<file path="src/include/rctc_map.svh">
// register offsets, field positions and reset values of the clock and trim bank
// assumes 8-bit registers on a 6-bit register address
`ifndef RCTC_MAP_SVH
`define RCTC_MAP_SVH
`define RCTC_OFS_XTAL_TRIM    6'h24
`define RCTC_OFS_OSC_SLOPE    6'h25
`define RCTC_OFS_PWR_SAVE     6'h2e
`define RCTC_OFS_CS_OVERRIDE  6'h2f
`define RCTC_OFS_CLK_OVERRIDE 6'h32
`define RCTC_OFS_CLK_GATING   6'h33
`define RCTC_BIT_CLK_OUT_OFF  6
`define RCTC_TRIM_MSB         5
`define RCTC_SLOPE_MSB        7
`define RCTC_SLOPE_LSB        6
`define RCTC_BIT_PWR_SAVE     7
`define RCTC_BIT_CS_OVERRIDE  7
`define RCTC_RESET_VALUE      8'h00
`endif

</file>
<file path="src/include/rctc_pkg.sv">
// types shared by the clock and trim register bank
// assumes the offsets live in rctc_map.svh
package rctc_pkg;
    typedef logic [7:0] rctc_byte_t;
    typedef logic [5:0] rctc_addr_t;
    typedef enum logic [1:0] {
        rctc_slope_none = 2'h0,
        rctc_slope_rsvd = 2'h1,
        rctc_slope_2_3  = 2'h2,
        rctc_slope_5_5  = 2'h3
    } rctc_slope_e;
endpackage : rctc_pkg

</file>
<file path="src/hdl/rctc_regs.sv">
// clock, trim and power configuration registers of the radio
// assumes the serial port delivers one-cycle write and read strobes with
// address and data synchronous to i_clk; the analog control write-enable
// bit arrives as a level from its own register outside this bank
`timescale 1ns/1ps
`default_nettype none
`include "rctc_map.svh"

module rctc_regs (
    input  wire logic                i_clk,
    input  wire logic                i_rst_n,
    input  wire logic                i_wr_stb,
    input  wire logic                i_rd_stb,
    input  wire rctc_pkg::rctc_addr_t i_addr,
    input  wire rctc_pkg::rctc_byte_t i_wdata,
    input  wire logic                i_analog_wr_en,
    input  wire logic                i_sys_clk,
    input  wire logic                i_carrier_detect,
    output logic                     o_rd_valid,
    output rctc_pkg::rctc_byte_t     o_rdata,
    output logic                     o_system_clock_out_pin,
    output logic                     o_system_clock_out_pin_oe,
    output logic [5:0]               o_xtal_trim,
    output rctc_pkg::rctc_slope_e    o_osc_slope,
    output logic                     o_pwr_save,
    output logic                     o_carrier_detect,
    output rctc_pkg::rctc_byte_t     o_clk_override,
    output rctc_pkg::rctc_byte_t     o_clk_gating
);

    rctc_pkg::rctc_byte_t  trim_reg;
    rctc_pkg::rctc_byte_t  trim_next;
    rctc_pkg::rctc_slope_e slope_reg;
    rctc_pkg::rctc_slope_e slope_next;
    rctc_pkg::rctc_byte_t  pwr_reg;
    rctc_pkg::rctc_byte_t  pwr_next;
    rctc_pkg::rctc_byte_t  cso_reg;
    rctc_pkg::rctc_byte_t  cso_next;
    rctc_pkg::rctc_byte_t  ovr_reg;
    rctc_pkg::rctc_byte_t  ovr_next;
    rctc_pkg::rctc_byte_t  gat_reg;
    rctc_pkg::rctc_byte_t  gat_next;
    rctc_pkg::rctc_byte_t  rdata_reg;
    rctc_pkg::rctc_byte_t  rdata_next;
    logic                  rdv_reg;
    logic                  rdv_next;
    logic                  clko_reg;
    logic                  clko_next;
    logic                  clkoe_reg;
    logic                  clkoe_next;
    logic                  cd_reg;
    logic                  cd_next;

    function automatic logic hit(input rctc_pkg::rctc_addr_t a,
                                 input rctc_pkg::rctc_addr_t ofs);
        hit = (a == ofs);
    endfunction : hit

    function automatic logic wr_hit(input logic                 stb,
                                    input rctc_pkg::rctc_addr_t a,
                                    input rctc_pkg::rctc_addr_t ofs);
        wr_hit = stb & hit(a, ofs);
    endfunction : wr_hit

    // gated registers also need the analog write enable
    function automatic logic gated_hit(input logic                 stb,
                                       input logic                 en,
                                       input rctc_pkg::rctc_addr_t a,
                                       input rctc_pkg::rctc_addr_t ofs);
        gated_hit = wr_hit(stb, a, ofs) & en;
    endfunction : gated_hit

    // slope is write-only; reading back zero keeps the bus defined
    function automatic rctc_pkg::rctc_byte_t read_mux(input rctc_pkg::rctc_addr_t a);
        case (a)
            `RCTC_OFS_XTAL_TRIM:    read_mux = trim_reg;
            `RCTC_OFS_OSC_SLOPE:    read_mux = `RCTC_RESET_VALUE;
            `RCTC_OFS_PWR_SAVE:     read_mux = pwr_reg;
            `RCTC_OFS_CS_OVERRIDE:  read_mux = cso_reg;
            `RCTC_OFS_CLK_OVERRIDE: read_mux = ovr_reg;
            `RCTC_OFS_CLK_GATING:   read_mux = gat_reg;
            default:                read_mux = `RCTC_RESET_VALUE;
        endcase
    endfunction : read_mux

    // stored whole; reserved bit 7 is the host's to keep at zero
    always_comb begin
        trim_next = trim_reg;
        if (wr_hit(i_wr_stb, i_addr, `RCTC_OFS_XTAL_TRIM)) begin
            trim_next = i_wdata;
        end
    end

    always_ff @(posedge i_clk or negedge i_rst_n) begin
        if (!i_rst_n) begin
            trim_reg <= `RCTC_RESET_VALUE;
        end else begin
            trim_reg <= trim_next;
        end
    end

    always_comb begin
        slope_next = slope_reg;
        if (wr_hit(i_wr_stb, i_addr, `RCTC_OFS_OSC_SLOPE)) begin
            slope_next = rctc_pkg::rctc_slope_e'(
                i_wdata[`RCTC_SLOPE_MSB:`RCTC_SLOPE_LSB]);
        end
    end

    always_ff @(posedge i_clk or negedge i_rst_n) begin
        if (!i_rst_n) begin
            slope_reg <= rctc_pkg::rctc_slope_none;
        end else begin
            slope_reg <= slope_next;
        end
    end

    // ignored without the analog write enable, keeping old contents
    always_comb begin
        pwr_next = pwr_reg;
        if (gated_hit(i_wr_stb, i_analog_wr_en, i_addr, `RCTC_OFS_PWR_SAVE)) begin
            pwr_next = i_wdata;
        end
    end

    always_ff @(posedge i_clk or negedge i_rst_n) begin
        if (!i_rst_n) begin
            pwr_reg <= `RCTC_RESET_VALUE;
        end else begin
            pwr_reg <= pwr_next;
        end
    end

    always_comb begin
        cso_next = cso_reg;
        if (gated_hit(i_wr_stb, i_analog_wr_en, i_addr, `RCTC_OFS_CS_OVERRIDE)) begin
            cso_next = i_wdata;
        end
    end

    always_ff @(posedge i_clk or negedge i_rst_n) begin
        if (!i_rst_n) begin
            cso_reg <= `RCTC_RESET_VALUE;
        end else begin
            cso_reg <= cso_next;
        end
    end

    always_comb begin
        ovr_next = ovr_reg;
        if (wr_hit(i_wr_stb, i_addr, `RCTC_OFS_CLK_OVERRIDE)) begin
            ovr_next = i_wdata;
        end
    end

    always_ff @(posedge i_clk or negedge i_rst_n) begin
        if (!i_rst_n) begin
            ovr_reg <= `RCTC_RESET_VALUE;
        end else begin
            ovr_reg <= ovr_next;
        end
    end

    always_comb begin
        gat_next = gat_reg;
        if (wr_hit(i_wr_stb, i_addr, `RCTC_OFS_CLK_GATING)) begin
            gat_next = i_wdata;
        end
    end

    always_ff @(posedge i_clk or negedge i_rst_n) begin
        if (!i_rst_n) begin
            gat_reg <= `RCTC_RESET_VALUE;
        end else begin
            gat_reg <= gat_next;
        end
    end

    // write and read in one cycle: the read returns the old value
    always_comb begin
        rdata_next = rdata_reg;
        if (i_rd_stb) begin
            rdata_next = read_mux(i_addr);
        end
    end

    always_ff @(posedge i_clk or negedge i_rst_n) begin
        if (!i_rst_n) begin
            rdata_reg <= `RCTC_RESET_VALUE;
        end else begin
            rdata_reg <= rdata_next;
        end
    end

    always_comb begin
        rdv_next = i_rd_stb;
    end

    always_ff @(posedge i_clk or negedge i_rst_n) begin
        if (!i_rst_n) begin
            rdv_reg <= 1'b0;
        end else begin
            rdv_reg <= rdv_next;
        end
    end

    // gate follows the trim write at once, so enable and register move together
    always_comb begin
        clkoe_next = ~trim_next[`RCTC_BIT_CLK_OUT_OFF];
    end

    always_ff @(posedge i_clk or negedge i_rst_n) begin
        if (!i_rst_n) begin
            clkoe_reg <= 1'b0;
        end else begin
            clkoe_reg <= clkoe_next;
        end
    end

    // clock is registered, so the pin lags i_sys_clk by one cycle
    always_comb begin
        clko_next = ~trim_next[`RCTC_BIT_CLK_OUT_OFF] & i_sys_clk;
    end

    always_ff @(posedge i_clk or negedge i_rst_n) begin
        if (!i_rst_n) begin
            clko_reg <= 1'b0;
        end else begin
            clko_reg <= clko_next;
        end
    end

    // override forces the indication high whatever the detector says
    always_comb begin
        cd_next = cso_next[`RCTC_BIT_CS_OVERRIDE] | i_carrier_detect;
    end

    always_ff @(posedge i_clk or negedge i_rst_n) begin
        if (!i_rst_n) begin
            cd_reg <= 1'b0;
        end else begin
            cd_reg <= cd_next;
        end
    end

    assign o_rd_valid                = rdv_reg;
    assign o_rdata                   = rdata_reg;
    assign o_system_clock_out_pin    = clko_reg;
    assign o_system_clock_out_pin_oe = clkoe_reg;
    assign o_xtal_trim               = trim_reg[`RCTC_TRIM_MSB:0];
    assign o_osc_slope               = slope_reg;
    assign o_pwr_save                = pwr_reg[`RCTC_BIT_PWR_SAVE];
    assign o_carrier_detect          = cd_reg;
    assign o_clk_override            = ovr_reg;
    assign o_clk_gating              = gat_reg;

endmodule : rctc_regs
`default_nettype wire

</file>
<file path="config.mk">
export PLATFORM = sky130hd
export DESIGN_NAME = rctc_regs
export DESIGN_NICKNAME = d
export VERILOG_FILES = /design/src/include/rctc_pkg.sv /design/src/hdl/rctc_regs.sv
export VERILOG_INCLUDE_DIRS = /design/src /design/src/include
export SDC_FILE = /design/constraint.sdc
export NUM_CORES = 1
export LEC_CHECK = 0
export BUFFER_PORTS_ARGS = -buffer_cell sky130_fd_sc_hd__buf_2
export CAP_MARGIN = 5
export CORE_ASPECT_RATIO = 0.8
export CORE_MARGIN = 2
export CORE_UTILIZATION = 48
export DETAILED_ROUTE_END_ITERATION = 12
export PLACE_DENSITY = 0.79
export SLEW_MARGIN = 15
export SYNTH_ARGS = -nofsm -noshare
export SYNTH_HDL_FRONTEND = slang
export SYNTH_SLANG_ARGS = --single-unit
</file>
<file path="constraint.sdc">
create_clock -name i_clk -period 0.9 [get_ports i_clk]
set_input_delay 0.27 -clock i_clk [delete_from_list [all_inputs] [get_ports i_clk]]
set_output_delay 0.27 -clock i_clk [all_outputs]
set_load 0.01 [all_outputs]
</file>
Yosys cells after proc, flatten, opt, wreduce, memory -nomap -nowiden

Index checks and enable logic that the tools add are counted.

Multiplexer cells: 3
Bitwise operators: 11
Equal/unequal tests: 6

Operator list:

| kind               | count |
|---|---|
| $pmux 8 s5         | 1 |
| $eq 6x6->1 const B | 6 |
| $and 1x1->1        | 9 |
| $mux 8             | 1 |
| $mux 7             | 1 |
| $not 1->1          | 1 |
| $or 1x1->1         | 1 |

Bits of input ports: 21
Word-level logic and storage cells: 33
Output and inout port bits: 37
Register bits: 54

Logic depth before layout (Yosys ltp)

Depth in word-level cells: 5
Depth in mapped cells: 5
Depth with buffers taken out: 3

Least setup slack after synthesis

Ideal clock, no wire load.

Kind: input-to-reg
Start: input i_addr[1]
End: register trim_reg[0]
Arrival time: 1.186 ns
Path buffers: 1
Data required time: 0.775 ns
Cell stages on the path: 4
Path slack: -0.411 ns
Cell sequence: nor3b_1 -> and3_1 -> buf_4 -> mux2_2

Cells in the longest elaborated chain, start to end: 2

Ends and longest elaborated chain:

| what                   | line            | text |
|---|---|---|
| start: declaration     | rctc_regs.sv:14 | `input wire rctc_pkg::rctc_addr_t i_addr,` |
| $eq 6x6->1             | rctc_regs.sv:56 | `hit = (a == ofs);` |
| $and 1x1->1            | rctc_regs.sv:62 | `wr_hit = stb & hit(a, ofs);` |
| end signal: assignment | rctc_regs.sv:96 | `` trim_reg <= `RCTC_RESET_VALUE; `` |
| end signal: assignment | rctc_regs.sv:98 | `trim_reg <= trim_next;` |
| end: declaration       | rctc_regs.sv:31 | `rctc_pkg::rctc_byte_t trim_reg;` |

Every way passes these cells.
A chain may end at the register's enable or synchronous reset.

Worst setup path after layout

Start: register ovr_reg[4] (netlist: o_clk_override[4])
End: output o_clk_override[4]

RTL lines:

| what                     | line             | text |
|---|---|---|
| start: declaration       | rctc_regs.sv:39  | `rctc_pkg::rctc_byte_t ovr_reg;` |
| start signal: assignment | rctc_regs.sv:158 | `` ovr_reg <= `RCTC_RESET_VALUE; `` |
| start signal: assignment | rctc_regs.sv:160 | `ovr_reg <= ovr_next;` |
| end: declaration         | rctc_regs.sv:27  | `output rctc_pkg::rctc_byte_t o_clk_override,` |

No word-level cell between the ends.

==> results.json <==
{
  "status": "complete, but fails checks",
  "failed_checks": "setup timing",
  "io_pins": 58,
  "slew_headroom": 0.803,
  "final.setup.tns_ns": -20.28,
  "initial_core_util": 0.500,
  "core_sq_um": 5010,
  "finalNonFillerCells": 383,
  "ant_nets": 0,
  "fin_ws_ns": -0.350,
  "post-route-period-util": 1.39,
  "cap_violations": 0,
  "antennaDiodeCount": 0,
  "crit_arrival_ns": 0.98,
  "cellLeakagePower_nw": 2.02,
  "crit_path_start_kind": "flop",
  "grt_max_degree": 55,
  "die_y_um": 68.6,
  "ys_seq_area_frac": 0.539,
  "dp.cells": 337,
  "fillers": 259,
  "nets": 341,
  "cts_tree": "done",
  "avgViaCountPerCell": 5.69,
  "gr-total-overflow": 0,
  "dieWidth_um": 84.8,
  "layout_min_cycle_time_ns": 1.25,
  "finalPower_mw": 6.18,
  "regArea_sq_um": 1350,
  "power_density_nw_per_um2": 1510,
  "place_ws_ns": -0.627,
  "drv_slew": 0,
  "worst_slew_pin_slew_ns": 0.295,
  "skew_ns": 0.00264,
  "placementRows": 23,
  "synthesis.area_sq_um": 2500,
  "syn_nets": 211,
  "final_core_util": 0.818,
  "syn-mean-instance-area_sq_um": 13.2,
  "fmax_mhz": 800,
  "place_congestion": 0.818,
  "grt_antenna_before_repair": 0,
  "min_path_type": "in2reg",
  "yosysWarningCount": 0,
  "synthArstFlopShare": 1.00,
  "clock_sinks": 54,
  "grt_pass1_vias": 2224,
  "clk_pin_slew_ns": 0.10,
  "clk_latency_ns": 0.32,
  "drt_iter0_markers": 108,
  "clockBufferDepth": 2,
  "synthDistinctLibCells": 23,
  "areaGrowthSynthToFinish_pct": 63.5,
  "crit_fanout": 2,
  "peakVddDrop_uv": 1160,
  "cts_buffers": 5,
  "grt_pass1_wl_um": 12000,
  "h-tree-depth": 2,
  "cp.required_ns": 0.63,
  "first_pass_iters": 4,
  "worstSetupEndpointType": "primary output",
  "layout-drive-gt1-share": 0.741,
  "portBuffers": 57,
  "synth-main-ff-cell": "dfrtp_1",
  "rsz0062_at_grt": "true",
  "hold_viol": 0,
  "cts-root-buf": "clkbuf_8",
  "synth-seq-cells": 54,
  "num_vias": 2179,
  "syn_inst": 190,
  "setup_viol": 90,
  "critPathKind": "reg2out",
  "synth_edf_count": 0,
  "wire_per_inst_um": 21.0,
  "multi_input_area_sq_um": 1350,
  "dieArea_sq_um": 5820,
  "hpwl_um": 4170,
  "remaining_drc_errors": 0,
  "wl_um": 8050,
  "grt_use_total": 0.277
}
## worst max-delay path, cell delays in order (launching register included)
cell	delay, ns
dfrtp_1	0.42
buf_6	0.13
buf_6	0.11
## what timing repair did
item | 4_1_cts | 5_1_grt
hold endpoints to repair | 54 | 0
hold buffers | 1 | 0
pin swaps | 28 | 9
cloned | 1 | 0
buffers inserted | 27 | 10
setup endpoints to repair | 90 | 90
resized for setup | 86 | 13
## synthesized netlist by cell type, types with 2 or more instances
cell type / count / area [sq um]
mux2_2: 57 / 642
dfrtp_1: 54 / 1350
nand3_1: 25 / 125
buf_4: 10 / 75.1
nor2_1: 10 / 37.5
a41oi_1: 8 / 70.1
buf_2: 5 / 25.0
and2_1: 2 / 12.5
and3_1: 2 / 12.5
and3b_1: 2 / 17.5
inv_1: 2 / 7.51
nand4_4: 2 / 42.5
## cell usage in the layout, fill, tap and decap left out, drive strengths merged, types with 2 or more instances in the layout
master  instances
buf           138
mux2           57
dfrtp          54
nand3          26
nor2           10
a41oi           8
clkbuf          7
nand4           4
and3            2
and2            2
inv             2
and3b           2
## layer usage
metal | GRT usage | share of wire | vias to the layer above | routed length [um]
met5 | 0 | 0 | - | 0
met4 | 0.133 | 0.024 | 0 | 190
met3 | 0.0690 | 0.066 | 19 | 535
met2 | 0.488 | 0.51 | 88 | 4070
met1 | 0.325 | 0.40 | 1113 | 3250
li1 | - | - | 959 | -
## metrics by stage
stage	hold WS [ns]	cell area (sq um)
2_1_floorplan	-0.0256	2600
3_3_place_gp	0.284	3210
3_5_place_dp	0.286	3210
4_1_cts	0.189	3980
5_1_grt	0.199	4100
6_report	0.200	4100
## cell families (layout without fill, tap and decap cells)
logic type,after synthesis,in the layout,share of synthesized area
compound gates,11,11,0.0370
mux,58,58,0.260
flops,54,54,0.539
simple gates,48,49,0.117
buf+inv,19,149,0.0459
## final cells by class
| class | instances | share of cell area |
|---|---|---|
| Clock buffer | 7 | 0.0211 |
| Clock inverter | 1 | 0.00122 |
| Inverter | 2 | 0.00244 |
| Multi-Input combinational cell | 118 | 0.330 |
| Sequential cell | 54 | 0.330 |
| Tap cell | 62 | 0.0189 |
| Timing Repair Buffer | 139 | 0.297 |
## worst paths after layout
path | startpoint | to | slack, ns | cells after the start
max | o_clk_override[4]$_DFFE_PN0P_ | o_clk_override[4] | -0.35 | 2
min | i_sys_clk | o_system_clock_out_pin$_DFF_PN0_ | 0.20 | 2
max reg2reg | o_clk_gating[4]$_DFFE_PN0P_ | o_rdata[4]$_DFFE_PN0P_ | -0.30 | 5
min reg2reg | cso_reg[3]$_DFFE_PN0P_ | cso_reg[3]$_DFFE_PN0P_ | 0.52 | 1
max in group asynchronous | i_rst_n | trim_reg[2]$_DFFE_PN0P_ | 0.18 | 3
min in group asynchronous | i_rst_n | o_clk_gating[1]$_DFFE_PN0P_ | 0.48 | 3
## power by group
part           internal (mW)  switching (mW)
combinational           1.14           0.726
clock                  0.624           0.834
sequential              2.68           0.173
Power figures use the tool's default switching activity.
